`config.mk`:
```
export PLATFORM = sky130hd
export DESIGN_NAME = psf_status
export DESIGN_NICKNAME = d
export VERILOG_FILES = /design/src/rtl/psf_pkg.sv /design/src/rtl/psf_status.sv
export VERILOG_INCLUDE_DIRS = /design/src /design/src/rtl
export SDC_FILE = /design/constraint.sdc
export NUM_CORES = 1
export LEC_CHECK = 0
export ABC_AREA = 1
export BUFFER_PORTS_ARGS = -buffer_cell sky130_fd_sc_hd__buf_4
export CELL_PAD_IN_SITES_DETAIL_PLACEMENT = 1
export CELL_PAD_IN_SITES_GLOBAL_PLACEMENT = 1
export CORE_UTILIZATION = 42
export DETAILED_ROUTE_END_ITERATION = 10
export GPL_ROUTABILITY_DRIVEN = 0
export PLACE_DENSITY_LB_ADDON = 0.1
export SLEW_MARGIN = 5
export SYNTH_ARGS = -nofsm -noshare
export SYNTH_HDL_FRONTEND = slang
export SYNTH_SLANG_ARGS = --single-unit
```
`constraint.sdc`:
```
create_clock -name clk_sys_i -period 9.1 [get_ports clk_sys_i]
set_input_delay 0.455 -clock clk_sys_i [delete_from_list [all_inputs] [get_ports clk_sys_i]]
set_output_delay 0.455 -clock clk_sys_i [all_outputs]
set_load 0.02 [all_outputs]
```
`src/rtl/psf_defines.svh`:
```
// Command codes, field positions, masks and reset values of the status block
`ifndef PSF_DEFINES_SVH
`define PSF_DEFINES_SVH
// Command codes
`define PSF_CMD_CLEAR_FAULTS 8'h03
`define PSF_CMD_VEXP_MODE 8'h20
`define PSF_CMD_VOUT_SET 8'h21
`define PSF_CMD_VOUT_CAL 8'h23
`define PSF_CMD_IOUT_CAL 8'h39
`define PSF_CMD_WORD 8'he0
`define PSF_CMD_VOUT_ST 8'he1
`define PSF_CMD_IOUT_ST 8'he2
`define PSF_CMD_TEMP_ST 8'he3
`define PSF_CMD_CML_ST 8'he4
`define PSF_CMD_EXT_ST 8'he5
`define PSF_CMD_TIME 8'he6
`define PSF_CMD_TIME_MS 8'he7
// Supported-bit masks of the detail registers
`define PSF_VOUT_MASK 8'hff
`define PSF_IOUT_MASK 8'hff
`define PSF_TEMP_MASK 8'hf0
`define PSF_CML_MASK 8'hfb
`define PSF_EXT_MASK 48'hffff_ffff_1f7f
// Field positions
`define PSF_CML_BAD_CMD 7
`define PSF_CML_BAD_DATA 6
`define PSF_EXT_NEW_LOG 12
`define PSF_EXT_SYS_WDOG 11
`define PSF_EXT_INPUT_LSB 16
`define PSF_IOUT_OC 7
`define PSF_VOUT_OV 7
`define PSF_VEXP_W 5
`define PSF_LIN11_MANT_W 11
`define PSF_LIN11_MANT_MAX 1023
`define PSF_TIME_MANT_W 6
// Mode field of the exponent mode register: linear, fixed
`define PSF_VEXP_LINEAR 3'h0
// Reset values
`define PSF_RST_VEXP 5'h00
`define PSF_RST_WORD16 16'h0000
`define PSF_RST_BYTE 8'h00
`endif

```
`src/rtl/psf_pkg.sv`:
```
// Types of the status and number format block
package psf_pkg;
    typedef struct packed {
        logic input_flt;
        logic pg_n;
        logic fans;
        logic other;
        logic unknown;
        logic busy;
        logic off;
        logic vin_uv;
    } psf_sum_t;

    typedef struct packed {
        logic [7:0] vout;
        logic [7:0] iout;
        logic [7:0] temp;
        logic [7:0] cml;
        logic [47:0] ext;
    } psf_evt_t;

    typedef struct packed {
        psf_evt_t st;
        logic [15:0] word;
        logic [4:0] vexp;
        logic [15:0] vset;
        logic [15:0] vcal;
        logic [15:0] ical;
        logic [7:0] tcode;
        logic [14:0] tms;
        logic [47:0] rdata;
        logic rvalid;
        logic nack;
        logic alert_n;
    } psf_state_t;
endpackage

```
`src/rtl/psf_status.sv`:
```
// Status registers, alert line and linear number formats of the rail monitor
`timescale 1ns/1ps
`include "psf_defines.svh"

module psf_status #(
    parameter logic [15:0] VOUT_LIMIT = 16'hf000,
    parameter logic [15:0] CAL_LIMIT = 16'h0400
) (
    // Clock and reset
    input wire logic clk_sys_i,
    input wire logic nrst_i,
    // Command port
    input wire logic [7:0] cmd_i,
    input wire logic wr_i,
    input wire logic rd_i,
    input wire logic [15:0] wdata_i,
    output logic [47:0] rdata_o,
    output logic rvalid_o,
    output logic nack_o,
    // Fault events and summary levels
    input wire psf_pkg::psf_evt_t evt_i,
    input wire psf_pkg::psf_sum_t sum_i,
    // Alert and decoded values
    output logic alert_line_n_o,
    output logic [15:0] vout_set_o,
    output logic [4:0] vout_exp_o,
    output logic [15:0] vout_cal_o,
    output logic [15:0] iout_cal_o,
    output logic [14:0] time_ms_o
);
    psf_pkg::psf_state_t q_r;
    psf_pkg::psf_state_t q_nxt;

    // Summary word from detail registers and summary levels
    function automatic logic [15:0] build_word(input psf_pkg::psf_evt_t d,
                                               input psf_pkg::psf_sum_t s);
        logic [15:0] w;
        w[15] = |d.vout;
        w[14] = |d.iout;
        w[13] = s.input_flt;
        w[12] = |d.ext;
        w[11] = s.pg_n;
        w[10] = s.fans;
        w[9] = s.other;
        w[8] = s.unknown;
        w[7] = s.busy;
        w[6] = s.off;
        w[5] = d.vout[`PSF_VOUT_OV];
        w[4] = d.iout[`PSF_IOUT_OC];
        w[3] = s.vin_uv;
        w[2] = |d.temp;
        w[1] = |d.cml;
        w[0] = |w[15:8];
        return w;
    endfunction

    // General linear word to internal 16-bit value, clamped at both ends
    function automatic logic [15:0] lin11_dec(input logic [15:0] w);
        logic signed [10:0] m;
        logic signed [4:0] e;
        logic signed [47:0] v;
        m = w[10:0];
        e = w[15:11];
        v = 48'(m);
        if (e >= 0) begin
            v = v <<< e;
        end else begin
            v = v >>> (-e);
        end
        if (v < 0) begin
            return 16'h0000;
        end else if (v > 48'sh0000_0000_ffff) begin
            return 16'hffff;
        end
        return v[15:0];
    endfunction

    // Internal value back to a general linear word
    function automatic logic [15:0] lin11_enc(input logic [15:0] v);
        logic [4:0] e;
        logic [15:0] m;
        e = 5'h00;
        m = v;
        for (int i = 0; i < 6; i++) begin
            if (m > 16'(`PSF_LIN11_MANT_MAX)) begin
                m = m >> 1;
                e = e + 5'h01;
            end
        end
        return {e, m[10:0]};
    endfunction

    // Eight-bit time code to milliseconds
    function automatic logic [14:0] time_dec(input logic [7:0] c);
        logic [14:0] m;
        m = {9'h000, c[5:0]};
        case (c[7:6])
            2'b00: return m;
            2'b01: return m << 3;
            2'b10: return m << 6;
            2'b11: return m << 9;
            default: return 15'h0000;
        endcase
    endfunction

    logic clr;
    logic wr_ok;
    logic bad_cmd;
    logic bad_data;
    logic known;
    logic writable;
    logic signed [15:0] cal_in;

    // Command decode and register update
    always_comb begin
        q_nxt = q_r;
        clr = wr_i && cmd_i == `PSF_CMD_CLEAR_FAULTS;
        known = 1'b1;
        writable = 1'b0;
        bad_data = 1'b0;
        cal_in = wdata_i;
        case (cmd_i)
            `PSF_CMD_CLEAR_FAULTS, `PSF_CMD_VEXP_MODE, `PSF_CMD_VOUT_SET,
            `PSF_CMD_VOUT_CAL, `PSF_CMD_IOUT_CAL, `PSF_CMD_TIME: begin
                writable = 1'b1;
            end
            `PSF_CMD_WORD, `PSF_CMD_VOUT_ST, `PSF_CMD_IOUT_ST,
            `PSF_CMD_TEMP_ST, `PSF_CMD_CML_ST, `PSF_CMD_EXT_ST,
            `PSF_CMD_TIME_MS: begin
                writable = 1'b0;
            end
            default: begin
                known = 1'b0;
            end
        endcase
        wr_ok = wr_i && writable;
        bad_cmd = (wr_i && !writable) || (rd_i && !known);
        // Writes to parameter registers
        if (wr_ok) begin
            case (cmd_i)
                `PSF_CMD_VEXP_MODE: begin
                    q_nxt.vexp = wdata_i[`PSF_VEXP_W-1:0];
                end
                `PSF_CMD_VOUT_SET: begin
                    if (wdata_i > VOUT_LIMIT) begin
                        bad_data = 1'b1;
                    end else begin
                        q_nxt.vset = wdata_i;
                    end
                end
                `PSF_CMD_VOUT_CAL: begin
                    if (cal_in > $signed(CAL_LIMIT)) begin
                        q_nxt.vcal = CAL_LIMIT;
                    end else if (cal_in < -$signed(CAL_LIMIT)) begin
                        q_nxt.vcal = 16'(-$signed(CAL_LIMIT));
                    end else begin
                        q_nxt.vcal = wdata_i;
                    end
                end
                `PSF_CMD_IOUT_CAL: q_nxt.ical = lin11_dec(wdata_i);
                `PSF_CMD_TIME: q_nxt.tcode = wdata_i[7:0];
                default: q_nxt.tcode = q_r.tcode;
            endcase
        end
        q_nxt.tms = time_dec(q_nxt.tcode);
        // Sticky status: a set in the clear cycle wins
        q_nxt.st.vout = ((clr ? 8'h00 : q_r.st.vout) | evt_i.vout)
                        & `PSF_VOUT_MASK;
        q_nxt.st.iout = ((clr ? 8'h00 : q_r.st.iout) | evt_i.iout)
                        & `PSF_IOUT_MASK;
        q_nxt.st.temp = ((clr ? 8'h00 : q_r.st.temp) | evt_i.temp)
                        & `PSF_TEMP_MASK;
        q_nxt.st.cml = ((clr ? 8'h00 : q_r.st.cml) | evt_i.cml
                        | {bad_cmd, bad_data, 6'h00}) & `PSF_CML_MASK;
        q_nxt.st.ext = ((clr ? 48'h0 : q_r.st.ext) | evt_i.ext)
                       & `PSF_EXT_MASK;
        q_nxt.word = build_word(q_nxt.st, sum_i);
        q_nxt.alert_n = !(|q_nxt.word);
        // Read answer
        q_nxt.rvalid = rd_i && known;
        q_nxt.nack = bad_cmd;
        q_nxt.rdata = 48'h0;
        if (rd_i) begin
            case (cmd_i)
                `PSF_CMD_VEXP_MODE:
                    q_nxt.rdata = {40'h0, `PSF_VEXP_LINEAR, q_r.vexp};
                `PSF_CMD_VOUT_SET: q_nxt.rdata = {32'h0, q_r.vset};
                `PSF_CMD_VOUT_CAL: q_nxt.rdata = {32'h0, q_r.vcal};
                `PSF_CMD_IOUT_CAL: q_nxt.rdata = {32'h0, lin11_enc(q_r.ical)};
                `PSF_CMD_WORD: q_nxt.rdata = {32'h0, q_r.word};
                `PSF_CMD_VOUT_ST: q_nxt.rdata = {40'h0, q_r.st.vout};
                `PSF_CMD_IOUT_ST: q_nxt.rdata = {40'h0, q_r.st.iout};
                `PSF_CMD_TEMP_ST: q_nxt.rdata = {40'h0, q_r.st.temp};
                `PSF_CMD_CML_ST: q_nxt.rdata = {40'h0, q_r.st.cml};
                `PSF_CMD_EXT_ST: q_nxt.rdata = q_r.st.ext;
                `PSF_CMD_TIME: q_nxt.rdata = {40'h0, q_r.tcode};
                `PSF_CMD_TIME_MS: q_nxt.rdata = {33'h0, q_r.tms};
                default: q_nxt.rdata = 48'h0;
            endcase
        end
    end

    // State register
    always_ff @(posedge clk_sys_i) begin
        if (!nrst_i) begin
            q_r <= '0;
            q_r.alert_n <= 1'b1;
            q_r.vexp <= `PSF_RST_VEXP;
        end else begin
            q_r <= q_nxt;
        end
    end

    // Outputs straight from the state register
    assign rdata_o = q_r.rdata;
    assign rvalid_o = q_r.rvalid;
    assign nack_o = q_r.nack;
    assign alert_line_n_o = q_r.alert_n;
    assign vout_set_o = q_r.vset;
    assign vout_exp_o = q_r.vexp;
    assign vout_cal_o = q_r.vcal;
    assign iout_cal_o = q_r.ical;
    assign time_ms_o = q_r.tms;

    property p_alert_follows;
        @(posedge clk_sys_i) disable iff (!nrst_i)
        (|q_r.st) |-> !alert_line_n_o;
    endproperty
    a_alert_follows: assert property (p_alert_follows)
        else $error("alert line high with a status bit set");

    property p_vexp_write;
        @(posedge clk_sys_i) disable iff (!nrst_i)
        (wr_i && cmd_i == `PSF_CMD_VEXP_MODE)
        |=> (vout_exp_o == $past(wdata_i[4:0]));
    endproperty
    a_vexp_write: assert property (p_vexp_write)
        else $error("exponent not taken from low five bits");

    property p_mode_fixed;
        @(posedge clk_sys_i) disable iff (!nrst_i)
        (rd_i && cmd_i == `PSF_CMD_VEXP_MODE) |=> (rdata_o[7:5] == 3'h0);
    endproperty
    a_mode_fixed: assert property (p_mode_fixed)
        else $error("exponent mode bits not linear");

    property p_vset_range;
        @(posedge clk_sys_i) disable iff (!nrst_i)
        (wr_i && cmd_i == `PSF_CMD_VOUT_SET && wdata_i > VOUT_LIMIT)
        |=> ($stable(vout_set_o) && q_r.st.cml[`PSF_CML_BAD_DATA]);
    endproperty
    a_vset_range: assert property (p_vset_range)
        else $error("out-of-range voltage accepted");

    property p_cal_clamp;
        @(posedge clk_sys_i) disable iff (!nrst_i)
        ##1 ($signed(vout_cal_o) <= $signed(CAL_LIMIT)
             && $signed(vout_cal_o) >= -$signed(CAL_LIMIT));
    endproperty
    a_cal_clamp: assert property (p_cal_clamp)
        else $error("calibration offset beyond limit");

    property p_time_zero;
        @(posedge clk_sys_i) disable iff (!nrst_i)
        (wr_i && cmd_i == `PSF_CMD_TIME && wdata_i[5:0] == 6'h00)
        |=> (time_ms_o == 15'h0000);
    endproperty
    a_time_zero: assert property (p_time_zero)
        else $error("zero mantissa gave nonzero time");

    property p_time_mult;
        @(posedge clk_sys_i) disable iff (!nrst_i)
        (wr_i && cmd_i == `PSF_CMD_TIME && wdata_i[7:6] == 2'b11)
        |=> (time_ms_o == 15'($past(wdata_i[5:0])) * 15'd512);
    endproperty
    a_time_mult: assert property (p_time_mult)
        else $error("largest multiplier wrong");

    property p_word_iout;
        @(posedge clk_sys_i) disable iff (!nrst_i)
        evt_i.iout[`PSF_IOUT_OC]
        |=> (q_r.word[14] && q_r.word[4] && q_r.word[0]);
    endproperty
    a_word_iout: assert property (p_word_iout)
        else $error("summary bits do not follow current byte");

    property p_ext_sticky;
        @(posedge clk_sys_i) disable iff (!nrst_i)
        evt_i.ext[`PSF_EXT_INPUT_LSB] |=> q_r.st.ext[`PSF_EXT_INPUT_LSB];
    endproperty
    a_ext_sticky: assert property (p_ext_sticky)
        else $error("input fault one lost or not at bit 16");

    c_alert: cover property (@(posedge clk_sys_i) disable iff (!nrst_i)
        $fell(alert_line_n_o));
    c_clear: cover property (@(posedge clk_sys_i) disable iff (!nrst_i)
        $rose(alert_line_n_o));
    c_badcmd: cover property (@(posedge clk_sys_i) disable iff (!nrst_i)
        nack_o);
endmodule
```
# Word level (Yosys, flattened, before mapping)
# Cells that the tools add are included.
[classes] div_mod_pow=0 mul=0 reduce_logical=24 muxes=58 shift=2 n_addsub=6 n_lt_le_gt_ge=12 eq_ne=16 bitwise_logic=7
[ops] operator="$pmux 48 s12" count=1
[ops] operator="$mux 16" count=20
[ops] operator="$mux 48" count=4
[ops] operator="$gt 16x10->1 const B" count=6
[ops] operator="$reduce_or 79->1" count=1
[ops] operator="$mux 5" count=15
[ops] operator="$reduce_or 65->1" count=1
[ops] operator="$eq 8x8->1 const B" count=8
[ops] operator="$pmux 15 s4" count=1
[ops] operator="$gt 48x17->1 const B" count=1
[ops] operator="$lt 48x1->1 const B" count=1
[ops] operator="$mux 8" count=6
[ops] operator="$or 48x48->48" count=1
[ops] operator="$sshl 11x5->48" count=1
[ops] operator="$sshr 11x5->48" count=1
[ops] operator="$reduce_or 44->1" count=1
[ops] operator="$or 8x8->8" count=5
[ops] operator="$eq 8x6->1 const B" count=4
[ops] operator="$add 5x1->5 const B" count=5
[ops] operator="$gt 16x12->1 const B" count=1
[ops] operator="$gt 16x16->1 const B" count=1
[ops] operator="$lt 16x11->1 const B" count=1
[ops] operator="$reduce_or 8->1" count=2
[ops] operator="$reduce_or 13->1" count=1
[ops] operator="17 further kinds" count=36
[totals] register_bits=223 output_inout_bits=119 word_cells=144 latchBits=0 inputBits=116 rom_bits=0 memories=0 mem_bits_rw=0

# Longest topological paths before layout
[logic_depth] word_depth=23 depth_mapped=20 mapped_depth_nobuf=19

# Least setup slack after synthesis
# No wires, ideal clock.
[synth_path] kind="reg2reg" from="register q_r, in the netlist iout_cal_o[15]" to="register q_r, in the netlist rdata_o[12]" n_path_buf=1 stages_incl_launch_ff=21 period_less_slack_ps=3504 setup_ps=132 arrival_ps=3373 setup_slack_ps=5596 required_time_ps=8968 path_cell_list="dfxtp_1 -> nor2_4 -> nand2_1 -> nor2_1 -> buf_2 -> ha_1 -> or2_0 -> nand2_1 -> inv_1 -> ha_1 -> or2_2 -> o21ai_0 -> inv_1 -> ha_1 -> o21ai_0 -> inv_1 -> ha_1 -> nor2_1 -> nor2_1 -> o21ai_0 -> a31oi_1"
[synth_between] elab_chain_cells=23 word_cells_on_any_way=43 cone_classes="add/sub: 5; order compare: 6; mux: 32"
[synth_lines] item="start: declaration" line="psf_status.sv:31" source="psf_pkg::psf_state_t q_r;"
[synth_lines] item="start signal: assignment" line="psf_status.sv:210" source="q_r <= q_nxt;"
[synth_lines] item="$gt 16x10->1" line="psf_status.sv:85" source="if (m > 16'(`PSF_LIN11_MANT_MAX)) begin"
[synth_lines] item="$mux 16 or $mux 1 (tied branches)" line="psf_status.sv:85"
[synth_lines] item="$mux 16 or $mux 5 (tied branches)" line="psf_status.sv:184" source="case (cmd_i)"
[synth_lines] item="$mux 16 or $mux 5 (tied branches)" line="psf_status.sv:183" source="if (rd_i) begin"
[synth_lines] item="$gt 16x10->1 or $add 5x1->5 (tied branches)" line="psf_status.sv:85, psf_status.sv:87"
[synth_lines] item="$mux 16 or $mux 5 (tied branches)" line="psf_status.sv:85"
[synth_lines] item="$mux 16 or $mux 5 (tied branches)" line="psf_status.sv:184"
[synth_lines] item="$mux 16 or $mux 5 (tied branches)" line="psf_status.sv:183"
[synth_lines] item="[... 7 more ...]"
[synth_lines] item="$mux 16 or $mux 5 (tied branches)" line="psf_status.sv:183"
[synth_lines] item="$gt 16x10->1 or $add 5x1->5 (tied branches)" line="psf_status.sv:85, psf_status.sv:87"
[synth_lines] item="$mux 16 or $mux 5 (tied branches)" line="psf_status.sv:85"
[synth_lines] item="$mux 16 or $mux 5 (tied branches)" line="psf_status.sv:184"
[synth_lines] item="$mux 16 or $mux 5 (tied branches)" line="psf_status.sv:183"
[synth_lines] item="$gt 16x10->1 or $add 5x1->5 (tied branches)" line="psf_status.sv:85, psf_status.sv:87"
[synth_lines] item="$mux 5 *" line="psf_status.sv:85"
[synth_lines] item="$pmux 48 s12 *" line="psf_status.sv:184"
# Every way passes the cells marked *; elsewhere a longest branch is shown, timed or not. The select of a mux whose other input is x is not followed.
# A chain may end at the register's enable or synchronous reset.

# Worst setup path after layout
# Same ends and word-level chain as after synthesis.

==> impl.org <==
** Routing
- In this run the remaining antenna-violating nets after routing total 0.
- In the final routed layout, each cell accounts on average for about 19 um.
- For this run, design rule violations remaining after detail routing come to 0.
- DR pass1 iterations :: 5
- Total Wirelength :: around 41 mm
- After detailed routing, the number of vias per cell comes to ~5.3.
- First DRT Iteration DRCs :: 800
- For this block, the via count after detailed routing is 11,485.

** Clock network
- Clock transition at the registers of the reported paths :: around 60 ps
- Total setup buffers inserted after CTS :: 0
- H-Tree Level Count :: 1
- Counting the buffers created by CTS gives 24.
- Clock latency on the worst-skew pair, taken at its later pin, is about 540 ps.
- Master cell of the clock root buffer :: clkbuf_16
- Sinks on the clock net :: approximately 210
- TritonCTS built the clock tree.
- In this run, post-CTS hold repair placed 0 buffers.
- Number of gates resized after CTS :: 0
- Number of buffers on the longest clock path :: 3

** Place
- Setup slack after placement :: 4150 ps
- The wire-length estimate of the detail-placed layout is ~32 mm.
- I/O Buffers :: around 230

** Flow run
- The tool flagged a number of max-cap violations equal to 0.

** Floorplanning
- Count of boundary I/O pins :: 235
- Total Die Area :: 28,500 um2
- Number of core rows :: 60
- Initial core utilization :: approximately 43%
- Die extent in x :: between 150 and 200 um
- Core Box Area :: 27,200 um2
- The die is roughly 170 um tall.

** Yosys
- Top cells by area in the synthesized netlist :: dfxtp_1, nand2_1, nand3_1, buf_4, nor2_1
- In this run, synthesis inferred 0 flip-flops with an integrated enable.
- Of all flip-flops after synthesis, the portion carrying an async set or reset was 0%.
- Number of instances in the synthesized netlist :: between 1,500 and 2,000
- The number of nets in the synthesized netlist is approximately 1,800.
- Post-synthesis cell area :: between 10,000 and 15,000 um2
- In this run the mean area of a mapped cell was ~7 um2.
- The most used flip-flop cell after synthesis is dfxtp_1.
- Post-synth top area cell :: dfxtp_1
- Synthesis instantiated 57 different standard cells from the library.
- Sequential share of the synthesized area :: a little over a third
- Yosys synthesis warning count :: 0
- In this run, synthesis produced a sequential element count of ~210.
- Area share of the leading cell type in the synthesized netlist :: 36.2%

** Timing
- The final-report hold violation count was 0.
- Slew at the pin with the worst max-slew slack :: around 1300 ps
- RSZ-0062 raised after global routing :: no
- Maximum clock rate :: between 0.15 and 0.2 GHz
- Final worst path period share :: ~55%
- Slew Limit Headroom :: 15.3%
- The max-slew violation count is 0.
- Setup violations remaining at the end of the flow were counted as 0.
- Fin Hold WS :: 129 ps
- Setup WS post-layout :: 4070 ps
- Worst clock skew :: about 32 ps
- Final-layout setup total negative slack :: 0 ps
- The smallest clock period supported by the final layout is computed as 5030 ps.

** Global routing
- Global Route Usage Sum :: about 28%
- Global routing finished with a remaining overflow of 0.
- Entering global routing, the biggest net connects between 80 and 90 pins.
- The first global-routing pass estimated ~63 mm of wire.
- Vias in the first global route :: around 11,000
- Antenna violations before repair :: 3

** Critical path
- The worst setup path is captured at a flop.
- For the worst setup path, the data required time is roughly 9500 ps.
- Sort of element at the start of the critical path :: flop
- The critical path is of the flop to flop type.
- In this run the worst path has a maximum fanout of 18.
- WP data arrival :: approximately 5500 ps

** Power and ir drop
- VDD sags by at most about 0.00012 V.
- Power per unit of standard cell area :: approximately 160 nW/um2
- Leak :: a little over 6 nW

** Outcome
- The run finished with clean final reports.

** Final layout
- For this run, the post-layout net count is between 1,500 and 2,000.
- Fill cells in the final layout number approximately 3,600.
- Compared with the post-synthesis result, the final layout area differs by 15.8%.
- Proportion of layout cells with a drive suffix above 1 :: between 20 and 25%

** Min path
- The worst hold path belongs to the class input pin to flop.
## where the power goes
group	leakage (nW)	internal (mW)	switching [mW]	total, mW
Combinational	4.06	0.0797	0.144	0.224
Clock	0.414	0.615	0.402	1.02
Sequential	1.74	0.955	0.0145	0.970
## sequential cells by signal, summed over array words and instances, names as in the netlist, 5 cells and up
signal      cells
q_r            93
rdata_o        48
iout_cal_o     16
vout_cal_o     16
vout_set_o     16
time_ms_o      15
vout_exp_o      5
## layout by cell type (no fill, tap or decap), drive strengths merged, types with 2 or more instances in the layout
cell / instances
nor3: 14
and2: 6
nand3: 192
nand2: 390
ha: 8
or2: 4
o22ai: 5
bufinv: 2
a22o: 3
inv: 176
buf: 231
dfxtp: 212
a31oi: 9
a21o: 5
o2111ai: 4
o221ai: 3
o2bb2ai: 2
xor2: 2
clkbuf: 35
nand4: 25
o21a: 11
nor4: 7
a211oi: 8
o21ai: 91
a21oi: 121
o211ai: 5
clkinv: 8
o21bai: 3
a221oi: 7
nor2: 202
## metal layers
| layer | global-route usage [%] | vias to the layer above | wire, um | part of all wire [%] |
|---|---|---|---|---|
| met5 | 0 | - | 27 | 0.066 |
| met2 | 46.6 | 384 | 18700 | 46 |
| met3 | 4.93 | 58 | 2780 | 6.8 |
| met1 | 38.5 | 5452 | 18500 | 45 |
| li1 | - | 5587 | - | - |
| met4 | 7.71 | 4 | 950 | 2.3 |
## cells by family after synthesis
logic type	count (synthesis)	synth area share [%]
compound gates	278	14.0
xor+xnor	3	0.224
fa+ha+maj	8	0.855
buf+inv	360	16.0
flops	212	36.2
simple gates	843	32.7
## worst max-delay path, cell delays in order, from the launching register on
cell and delay (ps):
dfxtp_1 500, nor2_4 460, nand2_1 410, nor2_1 710, ha_1 390, or2_0 230
nand2_1 90, inv_1 70, ha_1 260, or2_2 290, o21ai_0 130, inv_1 110
ha_1 300, o21ai_0 170, inv_1 100, ha_1 280, nor2_1 40, nor2_1 100
o21ai_0 110, a31oi_1 210
## stage by stage
stage	area [um2]	std cells	utilization [%]	power [mW]
after floorplan	11700	1704	-	1.12
after global placement	12700	2125	46.8	1.20
after detailed placement	12700	2125	46.8	1.21
after CTS	13600	2169	49.9	2.22
after global routing	13600	2170	49.9	2.29
final	13600	2170	49.9	2.21
## final timing paths
path | from | to | slack, ps | cells after the start
max | iout_cal_o[15]$_SDFFE_PN0P_ | rdata_o[12]$_SDFF_PN0_ | 4070 | 19
min | sum_i[1] | q_r[133]$_SDFF_PN0_ | 130 | 3
max reg2reg | iout_cal_o[15]$_SDFFE_PN0P_ | rdata_o[12]$_SDFF_PN0_ | 4070 | 19
min reg2reg | q_r[180]$_SDFF_PN0_ | rdata_o[37]$_SDFF_PN0_ | 440 | 2
## synthesized netlist by cell type (6+ instances only)
| cell | number |
|---|---|
| nor2_4 | 11 |
| nor2_1 | 183 |
| nor4_1 | 7 |
| inv_1 | 151 |
| a21oi_1 | 115 |
| a31oi_1 | 9 |
| o21ai_0 | 66 |
| o21ai_2 | 9 |
| nor2_2 | 6 |
| nand2_1 | 376 |
| dfxtp_1 | 212 |
| o21a_1 | 11 |
| nand4_1 | 23 |
| buf_2 | 22 |
| a211oi_1 | 8 |
| nor3_1 | 13 |
| o21ai_1 | 15 |
| a221oi_1 | 7 |
| nand2_2 | 10 |
| inv_2 | 25 |
| clkbuf_1 | 31 |
| buf_4 | 120 |
| ha_1 | 8 |
| and2_1 | 6 |
| nand3_2 | 10 |
| nand3_1 | 181 |
## cell type report
cell class	instances	area [um2]	area share [%]
diodes	1	2.50	0.0185
inverters	178	669	4.94
clock inverters	9	101	0.747
flip-flops and latches	212	4240	31.3
well taps	372	465	3.43
multi-input cells	1132	5610	41.4
repair buffers	231	1730	12.8
clock buffers	35	733	5.41
Note: power is estimated with default switching activity, not from simulation.
